===== src/core/dpri_params.svh =====
`ifndef DPRI_PARAMS_SVH
`define DPRI_PARAMS_SVH
// register offsets of the controller (byte addresses, word aligned)
`define DPRI_OFS_CTRL       4'h0
`define DPRI_OFS_CODE       4'h4
`define DPRI_OFS_RANGE      4'h8
`define DPRI_OFS_STATUS     4'hC
// command field of the control register
`define DPRI_CMD_LSB        0
`define DPRI_CMD_W          3
// busy bit of the status register
`define DPRI_STAT_BUSY      0
// range code used after reset
`define DPRI_RANGE_RESET    3'h0
// reserved range codes start here
`define DPRI_RANGE_FIRST_RSV 3'h6
// timing figures and the clock period in ns
`define DPRI_CLK_NS         50
`define DPRI_STROBE_NS      30
`define DPRI_BUS_ACTIVE_NS  40
`define DPRI_CLR_NS         30
`define DPRI_STROBE_CYC     ((`DPRI_STROBE_NS + `DPRI_CLK_NS - 1) / `DPRI_CLK_NS)
`define DPRI_BUS_CYC        ((`DPRI_BUS_ACTIVE_NS + `DPRI_CLK_NS - 1) / `DPRI_CLK_NS + 1)
`define DPRI_CLR_CYC        ((`DPRI_CLR_NS + `DPRI_CLK_NS - 1) / `DPRI_CLK_NS)
`endif


===== src/core/dpri_pkg.sv =====
package dpri_pkg;
    // commands written into the control register
    typedef enum logic [2:0] {
        DPRI_CMD_NONE       = 3'h0,
        DPRI_CMD_WRITE_CODE = 3'h1,
        DPRI_CMD_WRITE_RNG  = 3'h2,
        DPRI_CMD_UPDATE     = 3'h3,
        DPRI_CMD_READ_IN    = 3'h4,
        DPRI_CMD_READ_DAC   = 3'h5,
        DPRI_CMD_CLEAR      = 3'h6
    } dpri_cmd_t;
    // pin sequencer states, one-hot
    typedef enum logic [5:0] {
        DPRI_ST_IDLE  = 6'b000001,
        DPRI_ST_SETUP = 6'b000010,
        DPRI_ST_PULSE = 6'b000100,
        DPRI_ST_RDUPD = 6'b001000,
        DPRI_ST_WAIT  = 6'b010000,
        DPRI_ST_END   = 6'b100000
    } dpri_state_t;
endpackage


===== src/core/dpri_sync.sv =====
// two-stage synchroniser, one per bit
module dpri_sync #(
    parameter int WIDTH = 16
) (
    input  wire logic             i_core_clk,
    input  wire logic             i_sys_rst,
    input  wire logic             i_ce,
    input  wire logic [WIDTH-1:0] i_async,
    output logic      [WIDTH-1:0] o_sync
);
    // state: both stages
    typedef struct packed {
        logic [WIDTH-1:0] meta;
        logic [WIDTH-1:0] sync;
    } dpri_sync_t;
    dpri_sync_t q;
    dpri_sync_t next_q;

    ////////////////////////////////////////////////////////////////////////
    // next state: first stage read only by second
    always_comb
    begin
        next_q      = q;
        if (i_ce)
        begin
            next_q.meta = i_async;
            next_q.sync = q.meta;
        end
    end

    // registers
    always_ff @(posedge i_core_clk or posedge i_sys_rst)
    begin
        if (i_sys_rst)
            q <= '0;
        else
            q <= next_q;
    end

    assign o_sync = q.sync;
endmodule


===== src/core/dpri_host.sv =====
// What this block does
// RULE_01: device keeps four registers, two per port
// RULE_02: code write: select low, write strobe low
// RULE_03: update pulse high with read low copies
// RULE_04: range write: select high, write strobe low
// RULE_05: range three bits, code twelve to sixteen
// RULE_06: every update moves both ports together
// RULE_07: write low plus update high is transparent
// RULE_08: deglitch starts at update rising edge
// RULE_09: tied strobes act as master-slave clock
// RULE_10: range shares low code lines, never both
// RULE_11: clear low zeroes code, keeps range
// RULE_12: clear code depends on present range
// RULE_13: power-on gives zero code, first range
// RULE_14: range codes six used, rest reserved
// RULE_15: fixed range: strap high, select low; host still drives select high for range-port reads
// RULE_16: fixed range registers ignore write, update
// RULE_17: fixed range gives no range readback
// RULE_18: bus driven only on read, selected port
// RULE_19: read high disables writes; update selects
// RULE_20: raise read before update for dac read
// RULE_21: drop update before read ends readback
`include "dpri_params.svh"
module dpri_host #(
    parameter int CODE_W = 16
) (
    input  wire logic              i_core_clk,
    input  wire logic              i_sys_rst,
    input  wire logic              i_ce,
    // avalon-mm slave
    input  wire logic [3:0]        i_avs_address,
    input  wire logic              i_avs_read,
    input  wire logic              i_avs_write,
    input  wire logic [31:0]       i_avs_writedata,
    output logic      [31:0]       o_avs_readdata,
    output logic                   o_avs_waitrequest,
    // fixed range strap seen at the device
    input  wire logic              i_fixed_range_strap,
    // device pins
    input  wire logic [CODE_W-1:0] i_code_bits,
    output logic      [CODE_W-1:0] o_code_bits,
    output logic      [CODE_W-1:0] o_code_bits_oe,
    input  wire logic [2:0]        i_range_bits,
    output logic      [2:0]        o_range_bits,
    output logic      [2:0]        o_range_bits_oe,
    output logic                   o_port_sel,
    output logic                   o_write_n,
    output logic                   o_update_strobe,
    output logic                   o_read,
    output logic                   o_clear_n
);
    // elaboration check on code width
    if (CODE_W != 12 && CODE_W != 14 && CODE_W != 16)
    begin : g_bad_width
        $error("code width must be 12, 14 or 16");
    end

    localparam logic [3:0] STROBE_CYC = 4'(`DPRI_STROBE_CYC);
    localparam logic [3:0] BUS_CYC    = 4'(`DPRI_BUS_CYC);
    localparam logic [3:0] CLR_CYC    = 4'(`DPRI_CLR_CYC);

    // all state of the controller
    typedef struct packed {
        dpri_pkg::dpri_state_t st;      // sequencer state
        dpri_pkg::dpri_cmd_t   cmd;     // command in flight
        logic [3:0]            cnt;     // phase counter
        logic [CODE_W-1:0]     code;    // code to write
        logic [2:0]            range;   // range to write
        logic [CODE_W-1:0]     rd_code; // last code read back
        logic [2:0]            rd_range;// last range read back
        logic                  rd_port; // port of last read
        logic                  error;   // refused command seen
        logic                  port_sel;
        logic                  write_n;
        logic                  update_strobe;
        logic                  read;
        logic                  clear_n;
        logic [CODE_W-1:0]     dout;
        logic                  code_oe;
        logic                  range_oe;
        logic [31:0]           rdata;
        logic                  ack;
    } dpri_host_t;
    dpri_host_t q;
    dpri_host_t next_q;

    // synchronised bus readback and fixed range strap
    logic [CODE_W-1:0] code_in_s;
    logic [2:0]        range_in_s;
    logic              strap_s;

    ////////////////////////////////////////////////////////////////////////
    // input synchroniser: pins pass two flip-flops
    dpri_sync #(
        .WIDTH (CODE_W + 4)
    ) u_sync (
        .i_core_clk (i_core_clk),
        .i_sys_rst  (i_sys_rst),
        .i_ce       (i_ce),
        .i_async    ({i_fixed_range_strap, i_range_bits, i_code_bits}),
        .o_sync     ({strap_s, range_in_s, code_in_s})
    );

    ////////////////////////////////////////////////////////////////////////
    // bus decode helpers
    logic wr_hit;
    logic rd_req;
    logic busy;
    assign busy   = (q.st != dpri_pkg::DPRI_ST_IDLE);
    assign wr_hit = i_avs_write && !i_avs_read;
    assign rd_req = i_avs_read && !i_avs_write;

    ////////////////////////////////////////////////////////////////////////
    // next-state logic: bus slave and pin sequencer
    always_comb
    begin
        next_q     = q;
        if (i_ce)
        begin
            // acknowledge lasts one enabled cycle
            next_q.ack = 1'b0;
            // register access: answered one cycle after request
            if ((wr_hit || rd_req) && !q.ack)
            begin
                next_q.ack   = 1'b1;
                next_q.rdata = 32'h0;
                case (i_avs_address)
                    `DPRI_OFS_CTRL:
                    begin
                        next_q.rdata = {29'h0, q.cmd};
                    end
                    `DPRI_OFS_CODE:
                    begin
                        next_q.rdata = 32'(q.rd_code);
                    end
                    `DPRI_OFS_RANGE:
                    begin
                        next_q.rdata = {29'h0, q.rd_range};
                    end
                    `DPRI_OFS_STATUS:
                    begin
                        next_q.rdata = {28'h0, q.error, strap_s, q.rd_port, busy};
                    end
                    default:
                    begin
                        next_q.rdata = 32'h0;
                    end
                endcase
                if (wr_hit && i_avs_address == `DPRI_OFS_CODE)
                    next_q.code = i_avs_writedata[CODE_W-1:0];
                // RULE_14 reserved codes
                if (wr_hit && i_avs_address == `DPRI_OFS_RANGE)
                begin
                    if (i_avs_writedata[2:0] >= `DPRI_RANGE_FIRST_RSV)
                        next_q.error = 1'b1;
                    else
                        next_q.range = i_avs_writedata[2:0];
                end
                if (wr_hit && i_avs_address == `DPRI_OFS_STATUS && i_avs_writedata[3])
                    next_q.error = 1'b0;
                // commands start only when idle
                if (wr_hit && i_avs_address == `DPRI_OFS_CTRL)
                begin
                    if (busy)
                        next_q.error = 1'b1;
                    // RULE_15 fixed range no range write
                    else if (strap_s && i_avs_writedata[2:0] == 3'(dpri_pkg::DPRI_CMD_WRITE_RNG))
                        next_q.error = 1'b1;
                    else if (i_avs_writedata[2:0] != 3'h0 && i_avs_writedata[2:0] != 3'h7)
                    begin
                        next_q.cmd = dpri_pkg::dpri_cmd_t'(i_avs_writedata[2:0]);
                        next_q.st  = dpri_pkg::DPRI_ST_SETUP;
                        next_q.cnt = 4'h0;
                    end
                end
            end

            // pin sequencer
            case (q.st)
                dpri_pkg::DPRI_ST_IDLE:
                begin
                    next_q.write_n  = 1'b1;
                    next_q.update_strobe      = 1'b0;
                    next_q.read     = 1'b0;
                    next_q.clear_n  = 1'b1;
                    next_q.code_oe  = 1'b0;
                    next_q.range_oe = 1'b0;
                end
                dpri_pkg::DPRI_ST_SETUP:
                begin
                    next_q.cnt = 4'h0;
                    next_q.st  = dpri_pkg::DPRI_ST_PULSE;
                    case (q.cmd)
                        // RULE_02 code port select low
                        dpri_pkg::DPRI_CMD_WRITE_CODE:
                        begin
                            next_q.port_sel = 1'b0;
                            next_q.dout     = q.code;
                            next_q.code_oe  = 1'b1;
                        end
                        // RULE_04 range port select high
                        // RULE_10 only low lines driven
                        dpri_pkg::DPRI_CMD_WRITE_RNG:
                        begin
                            next_q.port_sel = 1'b1;
                            next_q.dout     = {{(CODE_W-3){1'b0}}, q.range};
                            next_q.range_oe = 1'b1;
                        end
                        // RULE_18 bus released before read
                        // RULE_20 read raised first
                        dpri_pkg::DPRI_CMD_READ_IN,
                        dpri_pkg::DPRI_CMD_READ_DAC:
                        begin
                            next_q.port_sel = q.rd_port;
                            next_q.read     = 1'b1;
                        end
                        default:
                        begin
                            next_q.port_sel = 1'b0;
                        end
                    endcase
                end
                dpri_pkg::DPRI_ST_PULSE:
                begin
                    next_q.cnt = q.cnt + 4'h1;
                    case (q.cmd)
                        // RULE_02 write strobe low pulse
                        dpri_pkg::DPRI_CMD_WRITE_CODE,
                        dpri_pkg::DPRI_CMD_WRITE_RNG:
                            next_q.write_n = 1'b0;
                        // RULE_03 update pulse, read low
                        // RULE_06 both ports updated
                        dpri_pkg::DPRI_CMD_UPDATE:
                            next_q.update_strobe = 1'b1;
                        // RULE_11 clear pulse low
                        dpri_pkg::DPRI_CMD_CLEAR:
                            next_q.clear_n = 1'b0;
                        // RULE_19 update selects dac register
                        dpri_pkg::DPRI_CMD_READ_DAC:
                            next_q.update_strobe = 1'b1;
                        default:
                            next_q.update_strobe = 1'b0;
                    endcase
                    if (q.cnt + 4'h1 >= ((q.cmd == dpri_pkg::DPRI_CMD_READ_IN ||
                                         q.cmd == dpri_pkg::DPRI_CMD_READ_DAC) ? BUS_CYC + 4'h2 :
                                        (q.cmd == dpri_pkg::DPRI_CMD_CLEAR) ? CLR_CYC : STROBE_CYC))
                        next_q.st = dpri_pkg::DPRI_ST_WAIT;
                end
                dpri_pkg::DPRI_ST_WAIT:
                begin
                    // capture readback from synchronised pins
                    if (q.cmd == dpri_pkg::DPRI_CMD_READ_IN || q.cmd == dpri_pkg::DPRI_CMD_READ_DAC)
                    begin
                        if (q.port_sel)
                            next_q.rd_range = range_in_s;
                        else
                            next_q.rd_code  = code_in_s;
                    end
                    // RULE_21 update dropped before read
                    next_q.update_strobe     = 1'b0;
                    next_q.write_n = 1'b1;
                    next_q.clear_n = 1'b1;
                    next_q.st      = dpri_pkg::DPRI_ST_END;
                end
                dpri_pkg::DPRI_ST_END:
                begin
                    // hold data past strobe rise, then release
                    next_q.read     = 1'b0;
                    next_q.code_oe  = 1'b0;
                    next_q.range_oe = 1'b0;
                    next_q.st       = dpri_pkg::DPRI_ST_IDLE;
                end
                default:
                begin
                    next_q.st = dpri_pkg::DPRI_ST_IDLE;
                end
            endcase
            // read port picked by range-port flag in data bit 3 of command
            if (wr_hit && i_avs_address == `DPRI_OFS_CTRL && !busy && !q.ack)
                next_q.rd_port = i_avs_writedata[3];
        end
    end

    ////////////////////////////////////////////////////////////////////////
    // state register
    always_ff @(posedge i_core_clk or posedge i_sys_rst)
    begin
        if (i_sys_rst)
        begin
            q          <= '0;
            q.st       <= dpri_pkg::DPRI_ST_IDLE;
            q.cmd      <= dpri_pkg::DPRI_CMD_NONE;
            q.write_n  <= 1'b1;
            q.clear_n  <= 1'b1;
            q.range    <= `DPRI_RANGE_RESET;
        end
        else
        begin
            q <= next_q;
        end
    end

    ////////////////////////////////////////////////////////////////////////
    // outputs
    assign o_avs_readdata    = q.rdata;
    // frozen slave keeps the master waiting
    assign o_avs_waitrequest = (i_avs_read || i_avs_write) && !(q.ack && i_ce);
    assign o_code_bits       = q.dout;
    assign o_code_bits_oe    = {CODE_W{q.code_oe}};
    assign o_range_bits      = q.dout[2:0];
    assign o_range_bits_oe   = {3{q.range_oe}};
    assign o_port_sel        = q.port_sel;
    assign o_write_n         = q.write_n;
    assign o_update_strobe   = q.update_strobe;
    assign o_read            = q.read;
    assign o_clear_n         = q.clear_n;
endmodule


===== config.mk =====
export PLATFORM = sky130hd
export DESIGN_NAME = dpri_host
export DESIGN_NICKNAME = d
export VERILOG_FILES = /design/src/core/dpri_pkg.sv /design/src/core/dpri_sync.sv /design/src/core/dpri_host.sv
export VERILOG_INCLUDE_DIRS = /design/src /design/src/core
export SDC_FILE = /design/constraint.sdc
export NUM_CORES = 1
export LEC_CHECK = 0
export ABC_AREA = 1
export BUFFER_PORTS_ARGS = -buffer_cell sky130_fd_sc_hd__buf_2
export CAP_MARGIN = 10
export CORE_AREA = 5 5 115 117
export CTS_CLUSTER_SIZE = 24
export DETAILED_ROUTE_END_ITERATION = 6
export DIE_AREA = 0 0 120 122
export PLACE_DENSITY = 0.83
export SYNTH_ARGS = -nofsm -noshare
export SYNTH_HDL_FRONTEND = slang
export SYNTH_SLANG_ARGS = --single-unit
export TNS_END_PERCENT = 1

===== constraint.sdc =====
create_clock -name i_core_clk -period 9.5 [get_ports i_core_clk]
set_clock_uncertainty 0.05 [all_clocks]
set_input_delay 1.9 -clock i_core_clk [delete_from_list [all_inputs] [get_ports i_core_clk]]
set_output_delay 1.9 -clock i_core_clk [all_outputs]
set_load 0.05 [all_outputs]

==> qor.yml <==
critical_path:
  crit_arrival_ns: 2.62
  worst-path-max-fanout: 2
  critical_path_buf_inv_count: 3
  crit_path_top_delay_cell: "buf_2"
  critPathRequiredTime_ns: 7.55
  worstSetupStartpointType: "input pin"
  timing.reg2reg.worst_path_depth: 6
  worstReg2RegStart: "q[0]$_DFFE_PP0P_"
  r2r_setup_slack_ns: 7.49
  critical_path.cell_chain: "buf_2, inv_1, ha_1, a21oi_1, buf_2"
  timing_worst_setup_path_type: "in -> out"
  cpPeakStageDelay_ns: 0.28
  cpLargestDelayFamily: "buffers and inverters"
  cp_common_cell: "buf_2"
  r2r-end: "q[80]$_DFFE_PP0P_"
  cp-end-kind: "output pin"
min_path:
  worst_hold_path.endpoint: "o_clear_n$_DFFE_PP1P_"
  hold_class: "reg -> reg"
  worst_hold_launch: "o_clear_n$_DFFE_PP1P_"
  min_path_cells: 2
finish:
  layout.nets: 846
  antenna-diode-count: 0
  final_cells: 943
  layout.cells.most_common_list: "247 x nand2_1, 130 x dfrtp_1, 104 x buf_2, 53 x inv_1, 49 x nand3_1"
  finalInstanceArea_mm2: 0.007139
  syn_to_final_growth_pct: 10.86
  layout.cells.most_common: "nand2_1"
  num-fill-cells: 1040
  drive_above_1_share_pct: 25.22
floorplan:
  die-area_mm2: 0.01464
  fp.dieW_um: 120
  fp.coreArea_mm2: 0.01226
  start_util_pct: 52.53
  placement_rows: 41
  num_io_pins: 137
  die_height_um: 122
clock_tree:
  cts_tree: "yes"
  cts_resized: 0
  htree_num_levels: 4
  worst_skew_pair.late_latency_ns: 0.42
  number_of_sinks_handled_by_clock_tree_synthesis: 133
  ctsRootBufferMaster: "clkbuf_16"
  cts_buffers: 17
  max_clock_buf_depth: 2
  cts_hold_buffers: 0
  worst_setup_hold_path_clk_slew_ns: 0.06
  post-cts-setup-buffer-count: 0
timing:
  setup-tns-final_ns: 0
  rsz0062_at_grt: "false"
  slew_at_the_pin_closest_to_its_max_slew_limit_ns: 0.7375
  report.final.hold_viol_count: 0
  setup_slack_ns: 4.930
  finalSetupViolCount: 0
  min_period_over_period_pct: 48.10
  slew-limit-headroom_pct: 50.83
  finalHoldWorstSlack_ns: 0.4098
  period_minus_slack_ns: 4.570
  maxClockFrequency_mhz: 218.8
  report.final.slew_viol_count: 0
detailed_routing:
  avgViaCountPerCell: 4.947
  routedWlPerCell_um: 14.08
  dr_total_vias: 4665
  drt-initial-drc-count: 389
  detail_route.drc_violations: 0
  first_pass_iters: 4
  wirelength_mm: 13.27
  final_antenna_net_count: 0
grt:
  grt_max_degree: 86
  wire_length_of_the_first_global_routing_pass_mm: 21.69
  grtUsageTotal_pct: 18.69
  vias_in_the_first_global_route: 4539
  antenna_found_initial: 0
  gr-total-overflow: 0
power:
  leakage_nw: 3.845
  worst_ir_drop_vdd_mv: 0.1289
  power_density_mw_per_mm2: 218.7
synth:
  yosys_register_bits: 133
  sequential_share_of_the_synthesized_area_pct: 51.74
  synthCells: 733
  yosys.cell_types.count: 35
  netlist_area_mm2: 0.006440
  synth_largest_area_cell: "dfrtp_1"
  postSynthAreaPerCell_um2: 8.786
  total_of_warnings_raised_by_yosys: 0
  yosys.area.top_type_share_pct: 50.51
  leading_post_synthesis_cells_by_cell_area: "dfrtp_1 51%, nand2_1 14%, buf_4 8.7%"
place:
  placed_cell_area_mm2: 0.006543
  place_inst: 911
  globalplace.congestion: 0.8861
  place_hpwl_mm: 8.764
  portBuffers: 104
  preCtsSetupSlack_ns: 4.930
outcome:
  outcome: "complete, no violations"
job:
  cap_viol_max_count: 0
[worst max path at each step]
stage                      from                             to  slack (ns)  depth (start not counted)
floorplan             i_sys_rst  o_avs_readdata[0]$_DFFE_PP0P_        4.00                          1
global placement     i_avs_read              o_avs_waitrequest        4.94                          5
detailed placement   i_avs_read              o_avs_waitrequest        4.93                          5
CTS                  i_avs_read              o_avs_waitrequest        4.92                          5
global route        i_avs_write              o_avs_waitrequest        4.85                          5
finish               i_avs_read              o_avs_waitrequest        4.93                          5
[cell usage after synthesis]
cell type and instances:
dfstp_2 3, nand3_2 3, a21oi_1 9, o21a_1 1
nand3_4 2, clkbuf_1 3, mux2i_1 2, clkinv_1 1
nor2_4 5, buf_6 6, nand3b_1 2, inv_2 4
nand2_4 1, nand2_2 4, dfrtp_1 130, inv_4 1
conb_1 1, nor3_1 1, a31oi_1 1, o21bai_1 1
o21ai_1 5, nor2_8 1, buf_4 75, nand4_1 6
buf_2 11, o21ai_0 44, o21ai_2 30, inv_1 54
nor2_1 18, ha_1 5, nand2_1 247, a22oi_1 1
nand3_1 49, nor2_2 5, xor2_1 1
[cell families after synthesis]
logic type / share of synthesized area [%]
compound gates: 9.034
xor+xnor: 0.1360
fa+ha+maj: 0.9714
buf+inv: 14.36
flops: 51.74
mux: 0.3109
other cells: 0.05823
simple gates: 23.39
[final cells by class]
class	count	area, um2	share of cell area (%)
inverter	60	232.7	3.260
timing repair buffer	108	550.5	7.711
sequential	133	3332	46.67
clock buffer	17	425.4	5.959
tap	150	187.7	2.629
clock inverter	15	171.4	2.401
multi-input combinational	460	2240	31.37
[report_power, final]
part | leakage [nW] | total (W) | internal (W) | switching (W)
clock network | 0.280 | 0.000657 | 0.000393 | 0.000264
registers | 1.76 | 0.000630 | 0.000605 | 0.0000255
logic | 1.80 | 0.000275 | 0.0000567 | 0.000218
[routing by layer]
layer / global-route usage [%] / share of wire [%] / up-vias
met5: 0 / 0 / -
met4: 6.800 / 1.6 / 0
met3: 5.525 / 5.7 / 20
met2: 30.17 / 48 / 168
met1: 24.07 / 44 / 2156
li1: - / - / 2321
[flip-flops by register name, summed over array words and instances (netlist names)]
signal           count
q                   54
u_sync.o_sync       20
u_sync.q            20
o_avs_readdata      16
o_code_bits         16
o_clear_n            1
o_code_bits_oe       1
o_port_sel           1
o_range_bits_oe      1
o_read               1
o_update_strobe      1
o_write_n            1
[per-stage QoR]
stage / utilization [%] / total power [W]
final: 58.23 / 0.001562
after global routing: 58.23 / 0.001620
after CTS: 58.23 / 0.001570
after detailed placement: 53.36 / 0.0009132
after global placement: 53.36 / 0.0009064
after floorplan: - / 0.0008872
[worst min-delay path, delay by kind of cell (launching register included)]
kind | cells | cell delay, ns
flops | 1 | 0.36
simple gates | 2 | 0.09
Power figures use the tool's default switching activity.
